<file path="src/sfb_pkg.sv">
// Purpose: constants for the special function register bank
// Assumes: byte-wide registers at the lowest data addresses
// Notes:   bit positions follow the byte layouts of the bank
package sfb_pkg;
	localparam int unsigned ADDR_W = 4;
	localparam int unsigned DATA_W = 8;

	// register offsets
	localparam logic [ADDR_W-1:0] IRQ_ENABLE_FIRST_OFS  = 4'h0;
	localparam logic [ADDR_W-1:0] IRQ_ENABLE_SECOND_OFS = 4'h1;
	localparam logic [ADDR_W-1:0] IRQ_FLAG_FIRST_OFS    = 4'h2;
	localparam logic [ADDR_W-1:0] IRQ_FLAG_SECOND_OFS   = 4'h3;
	localparam logic [ADDR_W-1:0] MODULE_ENABLE_FIRST_OFS  = 4'h4;
	localparam logic [ADDR_W-1:0] MODULE_ENABLE_SECOND_OFS = 4'h5;

	// irq_enable_second fields
	localparam int unsigned SERIAL_RX_IRQ_EN_BIT  = 0;
	localparam int unsigned SERIAL_TX_IRQ_EN_BIT  = 1;
	localparam int unsigned TIMERPORT_IRQ_EN_BIT  = 3;
	localparam int unsigned BASE_TIMER_IRQ_EN_BIT = 7;

	// irq_flag_first fields
	localparam int unsigned WATCHDOG_EVENT_FLAG_BIT = 0;
	localparam int unsigned OSC_FAULT_FLAG_BIT      = 1;
	localparam int unsigned PORT0_BIT0_FLAG_BIT     = 2;
	localparam int unsigned PORT0_BIT1_FLAG_BIT     = 3;
	localparam int unsigned NMI_PIN_FLAG_BIT        = 4;

	// irq_flag_second fields
	localparam int unsigned SERIAL_RX_FLAG_BIT  = 0;
	localparam int unsigned SERIAL_TX_FLAG_BIT  = 1;
	localparam int unsigned BASE_TIMER_FLAG_BIT = 7;

	// module_enable_second fields
	localparam int unsigned SERIAL_RX_MODULE_EN_BIT = 0;
	localparam int unsigned SERIAL_TX_MODULE_EN_BIT = 1;

	// implemented-bit masks
	localparam logic [DATA_W-1:0] IRQ_ENABLE_SECOND_MASK    = 8'h8b;
	localparam logic [DATA_W-1:0] IRQ_FLAG_FIRST_MASK       = 8'h1f;
	localparam logic [DATA_W-1:0] IRQ_FLAG_SECOND_MASK      = 8'h83;
	localparam logic [DATA_W-1:0] MODULE_ENABLE_SECOND_MASK = 8'h03;

	// values after power-up clear
	localparam logic [DATA_W-1:0] IRQ_ENABLE_SECOND_RST    = 8'h00;
	localparam logic [DATA_W-1:0] IRQ_FLAG_FIRST_RST       = 8'h02;
	localparam logic [DATA_W-1:0] IRQ_FLAG_SECOND_RST      = 8'h02;
	localparam logic [DATA_W-1:0] MODULE_ENABLE_SECOND_RST = 8'h00;

	// unimplemented bits and unmapped offsets read back as this
	localparam logic [DATA_W-1:0] ABSENT_READ = 8'h00;
endpackage : sfb_pkg

</file>
<file path="src/sfb_regs.sv">
// Purpose: byte-wide interrupt enable, flag and module enable bank
// Assumes: cpu strobes are on clk; peripheral events come from other logic or pins
// Notes:   absent bits read zero and ignore writes
`timescale 1ns/1ns
module sfb_regs (
	// clock and power-up clear
	input  wire logic                       clk,
	input  wire logic                       sys_rst,

	// cpu bus
	input  wire logic [sfb_pkg::ADDR_W-1:0] cpu_addr,
	input  wire logic                       cpu_rd,
	input  wire logic                       cpu_wr,
	input  wire logic [sfb_pkg::DATA_W-1:0] cpu_wdata,
	output logic      [sfb_pkg::DATA_W-1:0] cpu_rdata,

	// hardware events, one-cycle pulses on clk
	input  wire logic                       watchdog_overflow,
	input  wire logic                       watchdog_key_violation,
	input  wire logic                       reset_pin_event,
	input  wire logic                       osc_fault_detect,
	input  wire logic                       timer_counter_event,
	input  wire logic                       base_timer_event,
	input  wire logic                       serial_rx_event,
	input  wire logic                       serial_tx_event,

	// pin events, asynchronous levels
	input  wire logic                       nmi_pin_async,
	input  wire logic                       port0_bit0_async,
	input  wire logic                       port0_bit1_async,

	// timer/port request from its own module
	input  wire logic                       timerport_flag,

	// flag and request outputs
	output logic                            watchdog_event_flag,
	output logic                            osc_fault_flag,
	output logic                            nmi_pin_flag,
	output logic                            port0_bit0_flag,
	output logic                            port0_bit1_flag,
	output logic                            serial_rx_irq_req,
	output logic                            serial_tx_irq_req,
	output logic                            timerport_irq_req,
	output logic                            base_timer_irq_req,

	// module enables
	output logic                            serial_tx_module_en,
	output logic                            serial_rx_module_en
);
	import sfb_pkg::*;

	// register images; absent bits are held at zero by the masks
	logic [DATA_W-1:0] ie2_q;
	logic [DATA_W-1:0] if1_q;
	logic [DATA_W-1:0] if1_d;
	logic [DATA_W-1:0] if2_q;
	logic [DATA_W-1:0] if2_d;
	logic [DATA_W-1:0] me2_q;
	logic [DATA_W-1:0] if1_set;
	logic [DATA_W-1:0] if2_set;

	// pin edge detection
	logic [2:0]        pin_sync;
	logic [2:0]        pin_prev_q;
	logic [2:0]        pin_rise;

	// write decode
	logic              wr_ie2;
	logic              wr_if1;
	logic              wr_if2;
	logic              wr_me2;

	// pins are synchronised before edge detection
	// one synchroniser for all three pins keeps their stages aligned
	sfb_sync #(
		.WIDTH(3)
	) u_pin_sync (
		.clk     (clk),
		.sys_rst (sys_rst),
		.async_in({port0_bit1_async, port0_bit0_async, nmi_pin_async}),
		.sync_out(pin_sync)
	);

	// previous levels reset low: a pin held high through reset shows one edge after release
	always_ff @(posedge clk) begin
		if (sys_rst) begin
			pin_prev_q <= 3'h0;
		end else begin
			pin_prev_q <= pin_sync;
		end
	end

	assign pin_rise = pin_sync & ~pin_prev_q;

	// byte-wide memory decode
	// a read and a write at one edge both act; the read returns the old byte
	assign wr_ie2 = cpu_wr && (cpu_addr == IRQ_ENABLE_SECOND_OFS);
	assign wr_if1 = cpu_wr && (cpu_addr == IRQ_FLAG_FIRST_OFS);
	assign wr_if2 = cpu_wr && (cpu_addr == IRQ_FLAG_SECOND_OFS);
	assign wr_me2 = cpu_wr && (cpu_addr == MODULE_ENABLE_SECOND_OFS);

	// hardware set terms, one per flag bit
	always_comb begin
		if1_set = 8'h00;
		if1_set[WATCHDOG_EVENT_FLAG_BIT] = watchdog_overflow | watchdog_key_violation;
		if1_set[OSC_FAULT_FLAG_BIT]      = osc_fault_detect;
		if1_set[PORT0_BIT0_FLAG_BIT]     = pin_rise[1];
		// timer/counter and the port0 bit1 pin share flag bit 3
		if1_set[PORT0_BIT1_FLAG_BIT]     = pin_rise[2] | timer_counter_event;
		if1_set[NMI_PIN_FLAG_BIT]        = pin_rise[0];
	end

	// the transmit flag leaves reset set, so enabling its request fires at once
	always_comb begin
		if2_set = 8'h00;
		if2_set[SERIAL_RX_FLAG_BIT]  = serial_rx_event;
		if2_set[SERIAL_TX_FLAG_BIT]  = serial_tx_event;
		if2_set[BASE_TIMER_FLAG_BIT] = base_timer_event;
	end

	// hardware set wins over a software write in the same cycle
	always_comb begin
		if1_d = if1_q;
		// software write first, then hardware sets on top
		if (wr_if1) begin
			if1_d = cpu_wdata;
		end
		if1_d = (if1_d | if1_set) & IRQ_FLAG_FIRST_MASK;
		// a reset-pin condition clears the watchdog flag unless it fires now
		if (reset_pin_event && !if1_set[WATCHDOG_EVENT_FLAG_BIT]) begin
			if1_d[WATCHDOG_EVENT_FLAG_BIT] = 1'b0;
		end
	end

	always_comb begin
		if2_d = if2_q;
		if (wr_if2) begin
			if2_d = cpu_wdata;
		end
		if2_d = (if2_d | if2_set) & IRQ_FLAG_SECOND_MASK;
	end

	// first flag byte
	always_ff @(posedge clk) begin
		if (sys_rst) begin
			if1_q <= IRQ_FLAG_FIRST_RST;
		end else begin
			if1_q <= if1_d;
		end
	end

	// second flag byte
	always_ff @(posedge clk) begin
		if (sys_rst) begin
			if2_q <= IRQ_FLAG_SECOND_RST;
		end else begin
			if2_q <= if2_d;
		end
	end

	// enable byte; only the present bits are stored
	always_ff @(posedge clk) begin
		if (sys_rst) begin
			ie2_q <= IRQ_ENABLE_SECOND_RST;
		end else if (wr_ie2) begin
			ie2_q <= cpu_wdata & IRQ_ENABLE_SECOND_MASK;
		end
	end

	// module enables hold until rewritten; the modules they gate sit outside this bank
	always_ff @(posedge clk) begin
		if (sys_rst) begin
			me2_q <= MODULE_ENABLE_SECOND_RST;
		end else if (wr_me2) begin
			me2_q <= cpu_wdata & MODULE_ENABLE_SECOND_MASK;
		end
	end

	// registered read data; offsets 0h and 4h have no bits present
	// a read of an absent offset still updates cpu_rdata, to zero
	always_ff @(posedge clk) begin
		if (sys_rst) begin
			cpu_rdata <= ABSENT_READ;
		end else if (cpu_rd) begin
			case (cpu_addr)
				IRQ_ENABLE_SECOND_OFS:    cpu_rdata <= ie2_q;
				IRQ_FLAG_FIRST_OFS:       cpu_rdata <= if1_q;
				IRQ_FLAG_SECOND_OFS:      cpu_rdata <= if2_q;
				MODULE_ENABLE_SECOND_OFS: cpu_rdata <= me2_q;
				default:                  cpu_rdata <= ABSENT_READ;
			endcase
		end
	end

	// flag levels come straight from the register bits
	assign watchdog_event_flag = if1_q[WATCHDOG_EVENT_FLAG_BIT];
	assign osc_fault_flag      = if1_q[OSC_FAULT_FLAG_BIT];
	assign nmi_pin_flag        = if1_q[NMI_PIN_FLAG_BIT];
	assign port0_bit0_flag     = if1_q[PORT0_BIT0_FLAG_BIT];
	assign port0_bit1_flag     = if1_q[PORT0_BIT1_FLAG_BIT];

	// requests are and-gates of register bits (timer/port gates its input flag), one cycle behind a flag or enable write
	// timer/port keeps its own flags; only its enable lives in this bank
	assign serial_rx_irq_req  = if2_q[SERIAL_RX_FLAG_BIT] & ie2_q[SERIAL_RX_IRQ_EN_BIT];
	assign serial_tx_irq_req  = if2_q[SERIAL_TX_FLAG_BIT] & ie2_q[SERIAL_TX_IRQ_EN_BIT];
	assign timerport_irq_req  = timerport_flag & ie2_q[TIMERPORT_IRQ_EN_BIT];
	assign base_timer_irq_req = if2_q[BASE_TIMER_FLAG_BIT] & ie2_q[BASE_TIMER_IRQ_EN_BIT];

	// module enable levels
	assign serial_tx_module_en = me2_q[SERIAL_TX_MODULE_EN_BIT];
	assign serial_rx_module_en = me2_q[SERIAL_RX_MODULE_EN_BIT];
endmodule : sfb_regs

</file>
<file path="src/sfb_sync.sv">
// Purpose: two-stage synchroniser for a group of asynchronous event lines
// Assumes: inputs may change at any time relative to clk
// Notes:   first stage is read only by the second stage
`timescale 1ns/1ns
module sfb_sync #(
	parameter int unsigned WIDTH = 1
) (
	// clock and reset
	input  wire logic             clk,
	input  wire logic             sys_rst,
	// lines
	input  wire logic [WIDTH-1:0] async_in,
	output logic      [WIDTH-1:0] sync_out
);
	logic [WIDTH-1:0] meta_q;

	always_ff @(posedge clk) begin
		if (sys_rst) begin
			meta_q   <= '0;
			sync_out <= '0;
		end else begin
			meta_q   <= async_in;
			sync_out <= meta_q;
		end
	end
endmodule : sfb_sync

</file>
<file path="config.mk">
export PLATFORM = sky130hd
export DESIGN_NAME = sfb_regs
export DESIGN_NICKNAME = d
export VERILOG_FILES = /design/src/sfb_pkg.sv /design/src/sfb_regs.sv /design/src/sfb_sync.sv
export SDC_FILE = /design/constraint.sdc
export NUM_CORES = 1
export LEC_CHECK = 0
export ABC_AREA = 1
export BUFFER_PORTS_ARGS = -buffer_cell sky130_fd_sc_hd__buf_2
export CELL_PAD_IN_SITES_DETAIL_PLACEMENT = 1
export CELL_PAD_IN_SITES_GLOBAL_PLACEMENT = 2
export CORE_MARGIN = 2
export CORE_UTILIZATION = 23
export CTS_CLUSTER_SIZE = 30
export DETAILED_ROUTE_END_ITERATION = 6
export PLACE_DENSITY = 0.72
export SLEW_MARGIN = 20
export SYNTH_ARGS = -nofsm -noshare
export SYNTH_HDL_FRONTEND = slang
export SYNTH_HIERARCHICAL = 1
export SYNTH_SLANG_ARGS = --single-unit
</file>
<file path="constraint.sdc">
create_clock -name clk -period 1 [get_ports clk]
set_input_delay 0.2 -clock clk [delete_from_list [all_inputs] [get_ports clk]]
set_output_delay 0.2 -clock clk [all_outputs]
set_load 0.02 [all_outputs]
</file>
==> flow_summary.ini, run 1 <==
[worst_setup_path]
r2r-end = cpu_rdata[3]
slowest_stage = dfxtp_2
timing.rr.start = ie2_q[3]
worstSetupStartpoint = ie2_q[7]
start_kind = register
end_kind = output port
crit_path_max_fanout = 2
reg2reg_depth = 6
path_class = register to output port
reg2reg_slack_ns = 0.05
crit_required_ns = 0.80
critical-path-max-stage-delay_ns = 0.36
worstSetupPathDepth = 3
cp.buffers_inverters = 2
crit_family = flip-flops
cp_data_arrival_time_ns = 0.84
cp-endpoint = base_timer_irq_req
path_cells = nand2_2, inv_2, buf_6

[synthesis]
ys_types = 23
asyncSetResetFlopFracSynth_pct = 0
syn-cell-area_um2 = 1275
yosysWarningCount = 6
syn_inst = 180
syn_area_per_cell_um2 = 7.083
synth-edff-count = 0
postSynthRegisterBits = 29
synthFlopType = dfxtp_1
yosysSeqAreaShare_pct = 45.53

[run_status]
violations = setup timing
status = finished with violations

[timing]
finalSetupViolations = 4
period_share_pct = 103.8
hold_viol = 0
fin_crit_ns = 1.038
rsz0062_at_grt = true
fin_ws_ns = -0.03812
finalSetupTns_ns = -0.09746
fmax_mhz = 963.3
drv_slew = 0
finalClockSkew_ns = 0.002255

[power]
p_total_mw = 2.802
peakVddDrop_uv = 517.6
p_per_area_nw_per_um2 = 1479
leakage_nw = 0.9734

[die]
die_width_um = 78.46
die_area_um2 = 6155
die_h_um = 78.46
initial_utilization_pct = 23.44
io_pins = 47
coreArea_um2 = 5439
rows = 27

[routing]
ant_nets = 0
routedWlPerCell_um = 11.28
initialDrtViolationCount = 55
firstDrtPassIters = 4
num_vias = 1299
wl_mm = 3.564
remaining_drc_errors = 0
via_per_inst = 4.111

[placement]
place.gp.congestion = 0.7188
io_buffers = 42
dp_hpwl_mm = 2.717

[global_routing]
gr-usage-met3_pct = 4.828
grt_usage_pct = 12.72
grt_pass1_wl_mm = 6.003
grt_overflow = 0
met1_usage_pct = 16.78
grt_start_max_net_pins = 16
grt_pass1_vias = 1275
grt_use_met2_pct = 19.05
grt.busiest_layer = met2
antenna_found_initial = 0

[min_path]
worstHoldPathType = input pin to register
hold_depth = 3

[layout]
antenna_cells = 0
drive_above_1_share_pct = 42.62
final_util_pct = 34.83
final_nets = 271
syn2layout_area_growth_pct = 48.58

[cts]
ctsLongestPathBuffers = 2
cts_buffers = 5
clock_latency_ns = 0.28
clk_pin_slew_ns = 0.06
cts_hold_buffers = 0
clockRootBuffer = clkbuf_8
clock_sinks = 29
htree_levels = 2
cts_tree = yes

[job]
cap_violations = 0
==> cell type report <==
class	count	area, µm²
fillers	678	3545
flip-flops and latches	29	599.3
multi-input cells	116	566.8
repair buffers	59	399.1
inverters	32	122.6
well taps	72	90.09
clock buffers	7	86.33
clock inverters	1	30.03
==> kinds of logic (layout without fill, tap and decap cells) <==
| logic type | count (synthesis) | count (layout) | synth area share (%) |
|---|---|---|---|
| compound gates | 27 | 27 | 10.80 |
| buf+inv | 36 | 99 | 11.48 |
| flops | 29 | 29 | 45.54 |
| other cells | 1 | 2 | 0.2941 |
| simple gates | 87 | 87 | 31.89 |
==> cell usage in the layout (no fill, tap or decap), drive strengths merged <==
cell and count:
clkinv 1, o21ai 12, nor3 1, nand3 16, clkbuf 7, o31ai 1
conb 2, dfxtp 29, nand2 47, a21oi 14, bufinv 1, buf 59
inv 31, nor2 23
==> synthesized netlist by cell type (2+ instances only) <==
cell type	n	area share, %
o21ai_0	4	1.6
nor2_2	2	0.98
o21ai_1	8	3.1
nand2_1	45	13
nand3_1	15	5.9
inv_1	26	7.7
inv_2	4	1.2
a21oi_1	14	5.5
nor2_1	17	5.0
buf_4	2	1.2
dfxtp_1	29	46
nor2_4	3	2.6
==> registers in the layout, summed over array words and instances, names as in the netlist <==
name	cells
cpu_rdata	6
if1_q	5
ie2_q	4
if2_q	3
pin_prev_q	3
u_pin_sync/meta_q	3
u_pin_sync/sync_out	3
me2_q	2
==> power by group <==
group          switching, mW  leakage (nW)  total, mW  internal, mW
combinational          0.192         0.673      0.330         0.138
sequential            0.0223         0.242       1.22          1.20
clock                  0.436        0.0585       1.25         0.811
==> worst reg2reg max path, stage by stage (launching register included) <==
cell,delay [ns]
dfxtp_2,0.33
buf_4,0.12
buf_4,0.13
nand2_1,0.09
nand2_1,0.06
nand2_1,0.05
a21oi_1,0.05
==> worst min path at each step <==
stage | from | to | slack [ns]
floorplan | sys_rst | ie2_q[3] | 0.27
global placement | u_pin_sync/meta_q[2] | u_pin_sync/sync_out[2] | 0.39
detailed placement | u_pin_sync/meta_q[2] | u_pin_sync/sync_out[2] | 0.40
CTS | serial_tx_event | if2_q[1] | 0.11
global route | serial_tx_event | if2_q[1] | 0.11
finish | serial_tx_event | if2_q[1] | 0.11
==> layer usage <==
layer  up-vias  share of wire, %
li1        674                 -
met1       585                48
met2        36                45
met3         4               6.1
met4         0               1.1
met5         -                 0
==> per-stage QoR <==
| step | hold slack, ns | std cells | worst slack [ns] | area, µm² |
|---|---|---|---|---|
| 2_1_floorplan | 0.2691 | 181 | 0.01357 | 1279 |
| 3_3_place_gp | 0.3899 | 299 | -0.1581 | 1615 |
| 3_5_place_dp | 0.3971 | 299 | -0.1754 | 1615 |
| 4_1_cts | 0.1060 | 312 | -0.06146 | 1824 |
| 5_1_grt | 0.1086 | 316 | -0.08781 | 1894 |
| 6_report | 0.1082 | 316 | -0.03812 | 1894 |
==> timing repair <==
action | in CTS | in global routing
gates resized for setup | 25 | 21
buffers inserted | 5 | 4
endpoints found under the setup margin | 11 | 17
pin swaps | 0 | 1
cloned | 0 | 0
(Power assumes the default switching activity.)
==> inputs of run 2 (changes only) <==
Settings changed: BUFFER_PORTS_ARGS -buffer_cell sky130_fd_sc_hd__buf_2 to default, CORE_UTILIZATION 23 to 29, DONT_BUFFER_PORTS from default to 1, PLACE_DENSITY 0.72 to 0.7.
==> flow_summary.ini, run 2 (synthesized netlist as in run 1, its figures left out) <==
[worst_setup_path]
crit_required_ns = 0.80
critical-path-max-stage-delay_ns = 0.38
r2r-end = cpu_rdata[7]
cp.buffers_inverters = 1
reg2reg_slack_ns = 0.03
reg2reg_depth = 4
worstSetupStartpoint = ie2_q[1]
end_kind = output port
timing.rr.start = if2_q[7]
slowest_stage = dfxtp_4
crit_path_max_fanout = 3
start_kind = register
crit_family = flip-flops
path_class = register to output port
path_cells = nand2_4, inv_4
cp_data_arrival_time_ns = 0.78

[power]
peakVddDrop_uv = 783.4
p_per_area_nw_per_um2 = 1633
leakage_nw = 0.8029

[layout]
multi_input_area_um2 = 583.1
drive_above_1_share_pct = 28.64
largest_register_ffs = 6
ff_latch_area_um2 = 598.1
top_register = cpu_rdata
final_cell_mix = nand2_1, inv_1, nor2_1, dfxtp_1
reg_top3 = cpu_rdata: 6 flops, if1_q: 5 flops, ie2_q: 4 flops
antenna_cells = 0
syn2layout_area_growth_pct = 30.91
final_nets = 233
final_common_cell = nand2_1
nFillCells = 535

[routing]
initialDrtViolationCount = 32
routedWlPerCell_um = 13.80
firstDrtPassIters = 6
ant_nets = 0
remaining_drc_errors = 0
via_per_inst = 4.597
num_vias = 1186
wl_mm = 3.561

[timing]
holdWs_ns = -0.02876
drv_slew = 0
fmax_mhz = 1017
rsz0062_at_grt = true
hold_viol = 14
finalClockSkew_ns = 0.006137
finalSetupTns_ns = 0
finalSetupViolations = 0
period_share_pct = 98.30
fin_crit_ns = 0.9830

[global_routing]
grt_usage_pct = 14.95
grt_pass1_wl_mm = 5.644
grt_overflow = 0
grt_pass1_vias = 1224
antenna_found_initial = 0
grt_start_max_net_pins = 22

[min_path]
min_to = ie2_q[7]
hold_depth = 1
worstHoldStart = sys_rst
worstHoldPathType = input pin to register

[cts]
ctsLongestPathBuffers = 2
cts_buffers = 5
cts_hold_buffers = 5
cts_tree = yes
clock_sinks = 29
htree_levels = 2
clk_pin_slew_ns = 0.07
clock_latency_ns = 0.28
clockRootBuffer = clkbuf_8

[placement]
place.gp.congestion = 0.8177
io_buffers = 0
dp_hpwl_mm = 2.650

[die]
initial_utilization_pct = 29.69
die_area_um2 = 4943
rows = 24
coreArea_um2 = 4294
die_h_um = 70.31
die_width_um = 70.31
io_pins = 47

[run_status]
violations = hold timing
status = finished with violations

[job]
cap_violations = 0
run 2: changes by cell type in the layout (fill, tap and decap cells not counted), sizes merged:
cell,delta
buf,-43
dlygate4sd3,+5
run 2: power by group:
part	total [mW]	internal, mW	switching (mW)
Clock	1.27	0.812	0.461
Sequential	1.24	1.20	0.0387
Combinational	0.216	0.0877	0.129
Total	2.73	2.10	0.628
run 2: final cells by class:
type | count | area share (%)
flip-flops and latches | 29 | 35.83
multi-input cells | 116 | 34.93
repair buffers | 21 | 10.42
inverters | 32 | 7.946
clock buffers | 7 | 5.172
well taps | 52 | 3.898
clock inverters | 1 | 1.799
run 2: worst max-delay path by stage:
stage | slack (ns) | endpoint | cells after the start
after floorplan | 0.01 | if1_q[2] | 8
after global placement | -0.002 | cpu_rdata[7] | 4
after detailed placement | -0.05 | cpu_rdata[7] | 4
after CTS | -0.009 | serial_tx_irq_req | 2
after global routing | -0.02 | serial_tx_irq_req | 2
final | 0.02 | serial_tx_irq_req | 2
run 2: stage by stage:
stage	total power, mW	instances	util [%]	instance area, µm²	worst slack, ns
after floorplan	1.405	181	-	1279	0.01357
after global placement	1.439	239	32.49	1395	-0.002351
after detailed placement	1.449	239	32.49	1395	-0.05171
after CTS	2.766	255	37.65	1617	-0.008510
after global routing	2.837	258	38.87	1669	-0.01514
final	2.726	258	38.87	1669	0.01704
run 2: layer usage:
metal	part of all wire [%]	wire length (µm)	track usage (%)
met1	42	1484	16.98
met2	50	1768	24.74
met3	7.0	248	6.349
met4	1.7	59	5.769
met5	0	0	0
run 2: what timing repair did:
action,in CTS,in global routing
gates resized for setup,18,12
setup buffers,3,3
endpoints found under the hold margin,19,14
pin swaps,0,1
setup endpoints to repair,8,7
